File: src/scan_decode_params.svh
/*
 * Constants of the scan instruction decoder: instruction width, opcodes,
 * reset and capture values.
 * Assumes inclusion by bare name from the package and the design modules.
 */
`ifndef SCAN_DECODE_PARAMS_SVH
`define SCAN_DECODE_PARAMS_SVH

`define IR_W 8
`define IR_RESET 8'h81
`define IR_CAPTURE 8'h81
`define RUN_OP_W 3
`define BYPASS_CAPTURE 1'b0

`define OP_EXT_BOUNDARY 8'h00
`define OP_IDENT 8'h81
`define OP_SAMPLE 8'h82
`define OP_INT_BOUNDARY 8'h03
`define OP_BYPASS_A 8'h84
`define OP_BYPASS_B 8'h05
`define OP_HIGHZ 8'h06
`define OP_CLAMP 8'h87
`define OP_BYPASS_C 8'h88
`define OP_RUN_TEST 8'h09
`define OP_READ_NORMAL 8'h0a
`define OP_READ_TEST 8'h8b
`define OP_SELF_CHECK 8'h0c
`define OP_TOGGLE 8'h8d
`define OP_CTRL_NORMAL 8'h8e
`define OP_CTRL_TEST 8'h0f

`endif

File: src/scan_decode_pkg.sv
/*
 * Types of the scan instruction decoder: register selection, device mode,
 * capture behaviour, run-test operation and the grouped pin and decode buses.
 * Assumes scan_decode_params.svh is on the include path.
 */
`include "scan_decode_params.svh"

package scan_decode_pkg;

    typedef enum logic [1:0] {dr_boundary, dr_bypass, dr_ident, dr_control} dr_sel_type;

    typedef enum logic [1:0] {mode_normal, mode_test, mode_mod_test} mode_type;

    // cap_fixed: bypass loads 0, identification loads its code
    typedef enum logic [1:0] {cap_observe, cap_hold, cap_invert, cap_fixed} capture_type;

    typedef enum logic [2:0] {
        run_sample_toggle,
        run_pattern,
        run_signature,
        run_sig_pattern,
        run_sig_count
    } run_op_type;

    typedef struct packed {
        logic test_reset;
        logic capture_ir;
        logic shift_ir;
        logic update_ir;
        logic run_idle;
        logic capture_dr;
        logic shift_dr;
    } tap_state_type;

    typedef struct packed {
        logic tck;
        logic tdi;
        tap_state_type tap;
    } tap_pins_type;

    typedef struct packed {
        dr_sel_type dr_sel;
        mode_type mode;
        capture_type capture;
        logic cells_drive;
        logic pins_highz;
        logic run_test;
        logic toggle_out;
    } decode_type;

endpackage

File: src/opcode_decode.sv
/*
 * Combinational decode of the held instruction and of the boundary-control
 * opcode. Assumes the caller registers the results.
 */
`timescale 1ns/1ps
`include "scan_decode_params.svh"

module opcode_decode (
    input wire logic [`IR_W-1:0] code_i,
    input wire logic [`RUN_OP_W-1:0] ctrl_op_i,
    output scan_decode_pkg::decode_type decode_o,
    output scan_decode_pkg::run_op_type run_op_o
);
    import scan_decode_pkg::*;

    function automatic decode_type mk(dr_sel_type s, mode_type m, capture_type c);
        decode_type d;
        d.dr_sel = s;
        d.mode = m;
        d.capture = c;
        d.cells_drive = (m == mode_test);
        d.pins_highz = (m == mode_mod_test);
        d.run_test = 1'b0;
        d.toggle_out = 1'b0;
        return d;
    endfunction

    function automatic decode_type dec(logic [`IR_W-1:0] c);
        decode_type d;
        case (c)
            `OP_EXT_BOUNDARY, `OP_INT_BOUNDARY: d = mk(dr_boundary, mode_test, cap_observe);
            `OP_IDENT: d = mk(dr_ident, mode_normal, cap_fixed);
            `OP_SAMPLE: d = mk(dr_boundary, mode_normal, cap_observe);
            `OP_HIGHZ: d = mk(dr_bypass, mode_mod_test, cap_fixed);
            `OP_CLAMP: d = mk(dr_bypass, mode_test, cap_fixed);
            `OP_RUN_TEST: begin
                d = mk(dr_bypass, mode_test, cap_fixed);
                d.run_test = 1'b1;
            end
            `OP_READ_NORMAL: d = mk(dr_boundary, mode_normal, cap_hold);
            `OP_READ_TEST: d = mk(dr_boundary, mode_test, cap_hold);
            `OP_SELF_CHECK: d = mk(dr_boundary, mode_normal, cap_invert);
            `OP_TOGGLE: begin
                d = mk(dr_bypass, mode_test, cap_fixed);
                d.toggle_out = 1'b1;
            end
            `OP_CTRL_NORMAL: d = mk(dr_control, mode_normal, cap_hold);
            `OP_CTRL_TEST: d = mk(dr_control, mode_test, cap_hold);
            // listed bypass codes and every undefined code fall here
            default: d = mk(dr_bypass, mode_normal, cap_fixed);
        endcase
        return d;
    endfunction

    wire run_hi_w = ctrl_op_i[2];
    wire [1:0] run_lo_w = ctrl_op_i[1:0];

    assign decode_o = dec(code_i);
    assign run_op_o = (run_lo_w == 2'b00) ? run_sample_toggle :
                      (run_lo_w == 2'b01) ? run_pattern :
                      (run_lo_w == 2'b10) ? run_signature :
                      run_hi_w ? run_sig_count : run_sig_pattern;

endmodule

File: src/pin_sync.sv
/*
 * Two-flop synchroniser, one chain per bit.
 * Assumes its inputs are asynchronous pins; the first stage feeds only the second.
 */
`timescale 1ns/1ps

module pin_sync #(
    parameter int W = 1,
    parameter logic [W-1:0] RST = '0
) (
    input wire logic clk_sys_i,
    input wire logic arst_n_i,
    input wire logic ce_i,
    input wire logic [W-1:0] async_i,
    output logic [W-1:0] sync_o
);

    logic [W-1:0] meta_q;

    for (genvar i = 0; i < W; i++) begin : g_bit
        always_ff @(posedge clk_sys_i or negedge arst_n_i) begin
            if (!arst_n_i) begin
                meta_q[i] <= RST[i];
                sync_o[i] <= RST[i];
            end else if (ce_i) begin
                meta_q[i] <= async_i[i];
                sync_o[i] <= meta_q[i];
            end
        end
    end

endmodule

File: src/scan_instruction_decoder.sv
/*
 * Instruction register and decoder of the boundary-scan test port: holds the
 * 8-bit instruction, selects the data register and device mode, runs the
 * one-bit bypass register, drives TDO, and strobes run-test and toggle steps.
 * Assumes the port pins (TCK, TDI and the controller state flags) arrive
 * asynchronously and are sampled by clk_sys_i, TCK being much slower; the
 * other data registers sit on clk_sys_i and follow decode_o and the strobes.
 */
`timescale 1ns/1ps
`include "scan_decode_params.svh"

module scan_instruction_decoder (
    input wire logic clk_sys_i,
    input wire logic arst_n_i,
    input wire logic ce_i,
    input scan_decode_pkg::tap_pins_type pins_i,
    input wire logic bsr_so_i,
    input wire logic bcr_so_i,
    input wire logic idr_so_i,
    input wire logic [`RUN_OP_W-1:0] bcr_opcode_i,
    output logic [`IR_W-1:0] ir_o,
    output scan_decode_pkg::decode_type decode_o,
    output scan_decode_pkg::run_op_type run_op_o,
    output logic ir_parity_ok_o,
    output logic run_step_o,
    output logic toggle_step_o,
    output logic drive_step_o,
    output logic tdo_o,
    output logic tdo_oe_o
);
    import scan_decode_pkg::*;

    tap_pins_type pins_s;
    logic tck_prev_q;
    logic [`IR_W-1:0] ir_shift_q;
    logic [`IR_W-1:0] ir_hold_q;
    logic [`IR_W-1:0] ir_shift_d;
    logic [`IR_W-1:0] ir_hold_d;
    logic bypass_q;
    logic bypass_d;
    decode_type dec_w;
    run_op_type run_op_w;

    // pins cross into clk_sys_i before anything looks at them
    // tck resets to its parked high level, so leaving reset is never a clock edge
    pin_sync #(
        .W($bits(tap_pins_type)),
        .RST({1'b1, {($bits(tap_pins_type) - 1){1'b0}}})
    ) u_sync (
        .clk_sys_i(clk_sys_i),
        .arst_n_i(arst_n_i),
        .ce_i(ce_i),
        .async_i(pins_i),
        .sync_o(pins_s)
    );

    // decode the held copy only, so shifting never disturbs the mode
    opcode_decode u_decode (
        .code_i(ir_hold_q),
        .ctrl_op_i(bcr_opcode_i),
        .decode_o(dec_w),
        .run_op_o(run_op_w)
    );

    // state flags move with TCK and pass the same two flops, so they stay
    // aligned with the synchronised clock and are stable at its edges
    wire tck_rise_w = ce_i & pins_s.tck & ~tck_prev_q;
    wire tck_fall_w = ce_i & ~pins_s.tck & tck_prev_q;
    wire st_reset_w = pins_s.tap.test_reset;
    wire st_cap_ir_w = pins_s.tap.capture_ir;
    wire st_shift_ir_w = pins_s.tap.shift_ir;
    wire st_upd_ir_w = pins_s.tap.update_ir;
    wire st_idle_w = pins_s.tap.run_idle;
    wire st_cap_dr_w = pins_s.tap.capture_dr;
    wire st_shift_dr_w = pins_s.tap.shift_dr;
    wire bypass_sel_w = (decode_o.dr_sel == dr_bypass);

    // test reset wins over every other state flag in both instruction registers; bypass ignores it
    assign ir_shift_d = st_reset_w ? `IR_RESET :
                        st_cap_ir_w ? `IR_CAPTURE :
                        st_shift_ir_w ? {pins_s.tdi, ir_shift_q[`IR_W-1:1]} :
                        ir_shift_q;
    assign ir_hold_d = st_reset_w ? `IR_RESET :
                       st_upd_ir_w ? ir_shift_q :
                       ir_hold_q;
    assign bypass_d = (st_cap_dr_w && bypass_sel_w) ? `BYPASS_CAPTURE :
                      (st_shift_dr_w && bypass_sel_w) ? pins_s.tdi :
                      bypass_q;

    wire dr_bit_w = (decode_o.dr_sel == dr_boundary) ? bsr_so_i :
                    (decode_o.dr_sel == dr_ident) ? idr_so_i :
                    (decode_o.dr_sel == dr_control) ? bcr_so_i :
                    bypass_q;
    wire tdo_d = st_shift_ir_w ? ir_shift_q[0] : dr_bit_w;
    wire tdo_oe_d = st_shift_ir_w | st_shift_dr_w;

    wire run_step_d = tck_rise_w & st_idle_w & decode_o.run_test;
    wire toggle_step_d = tck_rise_w & st_idle_w & (decode_o.toggle_out |
                         (decode_o.run_test && run_op_o == run_sample_toggle));
    wire drive_step_d = tck_fall_w & st_idle_w & (decode_o.toggle_out | decode_o.run_test);

    always_ff @(posedge clk_sys_i or negedge arst_n_i) begin
        if (!arst_n_i) begin
            tck_prev_q <= 1'b1;
        end else if (ce_i) begin
            tck_prev_q <= pins_s.tck;
        end
    end

    always_ff @(posedge clk_sys_i or negedge arst_n_i) begin
        if (!arst_n_i) begin
            ir_shift_q <= `IR_RESET;
            ir_hold_q <= `IR_RESET;
            bypass_q <= 1'b0;
        end else if (tck_rise_w) begin
            ir_shift_q <= ir_shift_d;
            ir_hold_q <= ir_hold_d;
            bypass_q <= bypass_d;
        end
    end

    // tdo changes on the falling TCK edge so the controller samples it stable
    always_ff @(posedge clk_sys_i or negedge arst_n_i) begin
        if (!arst_n_i) begin
            tdo_o <= 1'b0;
            tdo_oe_o <= 1'b0;
        end else if (tck_fall_w) begin
            tdo_o <= tdo_d;
            tdo_oe_o <= tdo_oe_d;
        end
    end

    always_ff @(posedge clk_sys_i or negedge arst_n_i) begin
        if (!arst_n_i) begin
            ir_o <= `IR_RESET;
            decode_o <= '{dr_ident, mode_normal, cap_fixed, 1'b0, 1'b0, 1'b0, 1'b0};
            run_op_o <= run_sample_toggle;
            ir_parity_ok_o <= 1'b1;
        end else if (ce_i) begin
            ir_o <= ir_hold_q;
            decode_o <= dec_w;
            run_op_o <= run_op_w;
            ir_parity_ok_o <= ~^ir_hold_q;
        end
    end

    // one-cycle strobes; the cell logic acts on them at clk_sys_i rate
    always_ff @(posedge clk_sys_i or negedge arst_n_i) begin
        if (!arst_n_i) begin
            run_step_o <= 1'b0;
            toggle_step_o <= 1'b0;
            drive_step_o <= 1'b0;
        end else if (ce_i) begin
            run_step_o <= run_step_d;
            toggle_step_o <= toggle_step_d;
            drive_step_o <= drive_step_d;
        end
    end
endmodule

File: config.mk
export PLATFORM = sky130hd
export DESIGN_NAME = scan_instruction_decoder
export DESIGN_NICKNAME = d
export VERILOG_FILES = /design/src/scan_decode_pkg.sv /design/src/opcode_decode.sv /design/src/pin_sync.sv /design/src/scan_instruction_decoder.sv
export VERILOG_INCLUDE_DIRS = /design/src
export SDC_FILE = /design/constraint.sdc
export NUM_CORES = 1
export LEC_CHECK = 0
export ABC_AREA = 1
export ABC_CLOCK_PERIOD_IN_PS = 1510
export BUFFER_PORTS_ARGS = -buffer_cell sky130_fd_sc_hd__buf_2
export CAP_MARGIN = 20
export CORE_ASPECT_RATIO = 0.75
export CORE_MARGIN = 3
export CORE_UTILIZATION = 51
export DETAILED_ROUTE_END_ITERATION = 7
export GPL_TIMING_DRIVEN = 0
export PLACE_DENSITY = 0.76
export SYNTH_ARGS = -nofsm -noshare
export SYNTH_HDL_FRONTEND = slang
export SYNTH_SLANG_ARGS = --single-unit
export TNS_END_PERCENT = 5
File: constraint.sdc
create_clock -name clk_sys_i -period 1.51 [get_ports clk_sys_i]
set_clock_uncertainty 0.15 [all_clocks]
set_input_delay 0.302 -clock clk_sys_i [delete_from_list [all_inputs] [get_ports clk_sys_i]]
set_output_delay 0.302 -clock clk_sys_i [all_outputs]
set_load 0.01 [all_outputs]
==> impl_results.md, run 1 <==
- Detailed-route wire length per cell: 13.2 um
- Finished layout cell area: 3620 um2
- Slew margin rel.: 67.7%
- Setup ws final: -0.246 ns
- Sequential fraction of the synthesis area: 53.3%
- Status: finished with violations
- CTS tree: yes
- Hold Crit Depth: 3
- Power per cell area: 1540 nW/um2
- Finish-stage setup viols: 5
- CTS max path bufs: 2
- P&R area growth vs syn: 25.1%
- # diodes: 0
- Power Internal: 3.79 mW
- Worst Tran Pin Value: 0.485 ns
- Synth warn: 0
- Leakage: around 1.9 nW
- Most frequent CP cell: nand2_1
- Failing checks: setup timing
- Post-synthesis cell type count: 26
- CP cell instances: inv_4, ha_4, or2_0, nand2_1, nand2_1, nor2_1, nand3_1, nand2_1, nand2_1, nand2_1
- Ratio of cells with drive above 1 in the final layout: about 28%
- Clk Latency, worst-skew pair: 0.33 ns
- H-tree level count: 3
- MaxCap Viol Count: 0
- GRT overflow: 0
- Slowest CP cell: dfstp_2
- Cts bufs inserted: 9
- Placer Congestion: between 0.9 and 1
- Vias in the first global route: between 2,000 and 2,500
- Drc violations: 0
- Routed Antenna Nets: 0
- Syn Area/Cell: 8.57 um2
- Boundary Pins: 45
- Chip height: 71.3 um
- Fmax: ~570 MHz
- Synthesized area: 2900 um2
- Final net count: 432
- Die area: 6630 um2
- Initial cell density of the core: 53.5%
- Most common cell after layout, fill and taps aside: nand2_1
- Drt total wl: between 6000 and 7000 um
- Setup WS pre-CTS: -0.249 ns
- Final HPWL DP: 4460 um
- TritonRoute pass-1 iters: 5
- Ys async rst share: 100%
- Post-Place Cell Area: between 3000 and 4000 um2
- Sequential Power Share: around two fifths
- Placed Cells: 458
- Clock power frac: 29.0%
- Reg clk slew, reported paths: approximately 0.07 ns
- Via/cell ratio: 5.06
- Worst Hold End: u_sync.meta_q[7]$_DFFE_PN0P_
- Worst Path Required: 1.63 ns
- # clock sinks: 61
- # rows: 23
- Final Non-Filler Cells: 483
- EDFF count, synth: 0
- Hold_sp: pins_i[7]
- Peak supply drop: 0.631 mV
- Top cells by area, synth: dfrtp_1, nand2_1, dfstp_2
- Final Max Tran Viols: 0
- Vias post-DR: 2,445
- Worst r2r dst: decode_o[8]$_DFFE_PN0P_
- Net Switching: 1.78 mW
- Most frequent cells in the layout: nand2_1, dfrtp_1, buf_2, o21ai_0, inv_1
- Total GRT Usage: 21.1%
- Worst EP arrival: between 1.5 and 2 ns
- Core ar.: 5410 um2
- R2R depth: 10
- CP Max Fanout: 4
- Power share of the combinational group: 29.7%
- Die X-Extent: around 93 um
- Synth Flop Type: dfrtp_1
- Startpoint Class: register
- Min-Delay Path Class: primary input to register
- Clock root buffer: clkbuf_8
- PortBufs: 44
- Slowest cell delay on critical path: 0.58 ns
- Reg-to-Reg Start: ir_hold_q[0]$_DFFE_PN1P_
- Final period utilization: 116%
- Synth top area share: 41.5%
- Largest net degree at the start of global routing: 42
- RSZ-0062 raised after global routing: yes
- Fin util: 67.0%
- Initial antenna violation count: 0
- Syn_nets: 367
- R2R setup slack: -0.25 ns
- Leading area contributor after synthesis: dfrtp_1
- First-pass GRT wire length: 10,900 um
- DR iter-0 viols: 141
- Final Hold Fails: 0
- Synth Register Bits: 61
- Minimum clock period: 1.76 ns
- Synthesized netlist cell count: approximately 340
- Critical path endpoint category: register
- Crit Path Class: register to register
- Fraction of power spent switching nets: a little under a third
state kept, by name, indices dropped and copies added, names as in the netlist:
| signal | flops |
|---|---|
| bypass_q | 1 |
| decode_o | 8 |
| drive_step_o | 1 |
| ir_hold_q | 8 |
| ir_o | 8 |
| ir_parity_ok_o | 1 |
| ir_shift_q | 8 |
| run_op_o | 3 |
| run_step_o | 1 |
| tck_prev_q | 1 |
| tdo_o | 1 |
| tdo_oe_o | 1 |
| toggle_step_o | 1 |
| u_sync.meta_q | 9 |
| u_sync.sync_o | 9 |
Yosys cell counts (2+ instances only):
master / instances
o21ai_0: 43
a21oi_1: 6
dfrtp_1: 48
nand2_2: 4
ha_1: 11
nor2_1: 20
clkbuf_1: 5
buf_2: 5
buf_4: 2
o21ai_2: 3
nand3_2: 2
nand2_1: 100
nand3_1: 19
a31oi_1: 2
xnor2_1: 2
nand4_1: 7
inv_1: 38
dfstp_2: 13
power groups by stage:
stage                     registers [mW]  logic (mW)  clock network [mW]
final                               2.30        1.66                1.62
after global routing                2.35        1.87                1.74
after CTS                           2.28        1.56                1.66
after detailed placement            2.31        1.44                   0
after global placement              2.29        1.40                   0
after floorplan                     2.34       0.930                   0
how the worst max path moves through the flow:
| stage | from | to |
|---|---|---|
| final | ir_hold_q[0]$_DFFE_PN1P_ | decode_o[8]$_DFFE_PN0P_ |
| after detailed placement | ir_hold_q[7]$_DFFE_PN1P_ | decode_o[8]$_DFFE_PN0P_ |
| after global routing | ir_hold_q[0]$_DFFE_PN1P_ | decode_o[8]$_DFFE_PN0P_ |
| after global placement | ir_hold_q[5]$_DFFE_PN0P_ | decode_o[8]$_DFFE_PN0P_ |
| after CTS | ir_hold_q[0]$_DFFE_PN1P_ | decode_o[8]$_DFFE_PN0P_ |
| after floorplan | ir_hold_q[0]$_DFFE_PN1P_ | decode_o[8]$_DFFE_PN0P_ |
worst max-delay path: cells and delay by family (launching register included):
family | cells | cell delay (ns)
adder cells (fa/ha/maj) | 1 | 0.15
buffers and inverters | 1 | 0.06
flip-flops | 1 | 0.58
AND/OR/NAND/NOR | 8 | 0.74
layout make-up:
type / count / area (um2)
multi-input cells: 225 / 1200
clock buffers: 12 / 155
well taps: 75 / 93.8
clock inverters: 4 / 70.1
repair buffers: 54 / 332
plain buffers: 13 / 80.1
inverters: 39 / 149
fillers: 467 / 1790
flip-flops and latches: 61 / 1540
kinds of logic after synthesis:
group,share of synthesized area [%]
buf+inv,7.47
fa+ha+maj,4.75
flops,53.3
simple gates,22.5
xor+xnor,0.907
compound gates,11.1
metal layers:
layer / global-route usage (%) / wire (um)
met5: 0 / 0
met4: 5.04 / 40
met3: 7.87 / 457
met2: 32.9 / 2890
met1: 28.3 / 2980
through the flow:
step | hold WS (ns) | TNS, ns | total power [mW]
4_1_cts | 0.00165 | -0.880 | 5.50
5_1_grt | 0.0109 | -1.46 | 5.95
2_1_floorplan | -0.144 | -0.109 | 3.27
6_report | 0.0178 | -0.946 | 5.57
3_5_place_dp | 0.139 | -1.01 | 3.75
3_3_place_gp | 0.303 | -6.42 | 3.69
what timing repair did:
| action | in CTS | in global routing |
|---|---|---|
| setup buffers | 2 | 0 |
| pin swaps | 2 | 6 |
| hold buffers | 6 | 1 |
| hold endpoints to repair | 19 | 1 |
| setup endpoints to repair | 7 | 22 |
| gates resized for setup | 5 | 26 |
No activity file was read; power rests on OpenSTA's default activity.
==> inputs of run 2 (changes only) <==
--- a/config.mk
+++ b/config.mk
@@ -13,6 +13,7 @@
 export CORE_ASPECT_RATIO = 0.75
 export CORE_MARGIN = 3
 export CORE_UTILIZATION = 51
+export CTS_BUF_LIST = sky130_fd_sc_hd__clkbuf_8 sky130_fd_sc_hd__clkbuf_16
 export DETAILED_ROUTE_END_ITERATION = 7
 export GPL_TIMING_DRIVEN = 0
 export PLACE_DENSITY = 0.76
==> impl_results.md, run 2 (synthesized netlist as in run 1, its figures left out) <==
- Status: finished with violations
- Failing checks: setup timing
- Placed Cells: ~460
- Min-Delay Path Class: primary input to register
- Fillers: 467
- Reg clk slew, reported paths: ~0.070 ns
- GRT overflow: 0
- Fmax: 570 MHz
- Top flop regs: u_sync.meta_q (9), u_sync.sync_o (9)
- PortBufs: 44
- # diodes: 0
- Vias in the first global route: ~2,400
- Final Hold Fails: 0
- Vias post-DR: around 2,500
- Die area: approximately 6600 um2
- CP cell instances: inv_4, ha_4, or2_0, nand2_1, nand2_1, nor2_1, nand3_1, nand2_1, nand2_1, nand2_1
- Cts bufs inserted: 9
- Setup ws final: -0.246 ns
- Slowest CP cell: dfstp_2
- Largest net degree at the start of global routing: 42
- H-tree level count: 3
- Clock root buffer: clkbuf_8
- Worst Tran Pin Value: 0.485 ns
- First-pass GRT wire length: 10,900 um
- RSZ-0062 raised after global routing: yes
- Leakage: 1.87 nW
- Power Total: 5.57 mW
- Via/cell ratio: between 5 and 6
- Crit Path Class: register to register
- Worst Path Required: 1.63 ns
- Final Max Tran Viols: 0
- Power per cell area: 1540 nW/um2
- Most common cell after layout, fill and taps aside: nand2_1
- Boundary Pins: 45
- Worst EP arrival: 1.88 ns
- CP Max Fanout: 4
- Finish-stage setup viols: 5
- Chip height: 71.3 um
- Peak supply drop: 0.631 mV
- Placer Congestion: a little over 0.9
- Final period utilization: 116%
- Initial antenna violation count: 0
- Die X-Extent: 93.0 um
- # clock sinks: 61
- Detailed-route wire length per cell: 13.2 um
- Hold Slack: 0.0171 ns
- Final HPWL DP: 4460 um
- Total GRT Usage: 21.1%
- CP Buf/Inv Count: 1
- Critical path endpoint category: register
- Startpoint Class: register
- DR iter-0 viols: 141
- CTS tree: yes
- R2R setup slack: -0.25 ns
- P&R area growth vs syn: 25.1%
- Most frequent cells in the layout: nand2_1, dfrtp_1, buf_2, o21ai_0, inv_1
- Clk Latency, worst-skew pair: 0.33 ns
- CTS max path bufs: 2
- MaxCap Viol Count: 0
- Minimum clock period: between 1.5 and 2 ns
- Final Non-Filler Cells: 483
- Drt total wl: between 6000 and 7000 um
- Routed Antenna Nets: 0
- Core ar.: 5410 um2
- TritonRoute pass-1 iters: 6
- Slew margin rel.: 67.7%
- Top cell family by delay on the critical path: simple AND/OR/NAND/NOR gates
- Final setup TNS: -0.946 ns
- Final net count: around 430
- Slowest cell delay on critical path: 0.58 ns
- # rows: 23
- Ratio of cells with drive above 1 in the final layout: 27.9%
- Initial cell density of the core: a little over half
- Drc violations: 0
- Most frequent CP cell: nand2_1
run 2: path summary, 6_finish.rpt:
path / start / end / cells past startpoint
worst max register to register: ir_hold_q[0]$_DFFE_PN1P_ / decode_o[8]$_DFFE_PN0P_ / 10
min in group asynchronous: arst_n_i / decode_o[1]$_DFFE_PN0P_ / 2
worst max-delay path: ir_hold_q[0]$_DFFE_PN1P_ / decode_o[8]$_DFFE_PN0P_ / 10
max in group asynchronous: arst_n_i / u_sync.meta_q[8]$_DFFE_PN1P_ / 3
worst min register to register: u_sync.meta_q[8]$_DFFE_PN1P_ / u_sync.meta_q[8]$_DFFE_PN1P_ / 2
worst min-delay path: pins_i[7] / u_sync.meta_q[7]$_DFFE_PN0P_ / 3
run 2: report_power, final:
part	switching, mW	internal, mW
clock network	0.605	1.01
registers	0.244	2.06
logic	0.933	0.724
run 2: area by class of cell:
type | count | area [um2] | area share (%)
multi-input cells | 225 | 1200 | 33.2
clock buffers | 11 | 151 | 4.18
well taps | 75 | 93.8 | 2.59
inverters | 39 | 149 | 4.11
repair buffers | 54 | 332 | 9.15
flip-flops and latches | 61 | 1540 | 42.6
plain buffers | 13 | 80.1 | 2.21
clock inverters | 5 | 73.8 | 2.04
run 2: per-layer routing:
layer  vias to the layer above  track usage [%]  share of wire [%]
li1                       1212                -                  -
met1                      1157             28.3                 47
met2                        79             32.9                 45
met3                         9             7.87                7.2
met4                         0             5.04               0.67
met5                         -                0                  0
run 2: tightest hold or removal path, cell delays in order:
cell,delay (ns)
buf_2,0.07
nand2_1,0.04
nand2_1,0.05
run 2: timing repair:
action,in CTS,in global routing
buffers inserted,2,0
hold buffers,6,1
resized for setup,5,26
pin swaps,2,6
endpoints found under the setup margin,7,22
endpoints found under the hold margin,19,1
run 2: stage by stage:
stage               util [%]  instance area (um2)  setup WS, ns
floorplan                  -                 2900       -0.0669
global placement        59.4                 3220        -0.205
detailed placement      59.8                 3240        -0.249
CTS                     65.7                 3560        -0.207
global route            67.0                 3620        -0.331
finish                  67.0                 3620        -0.246
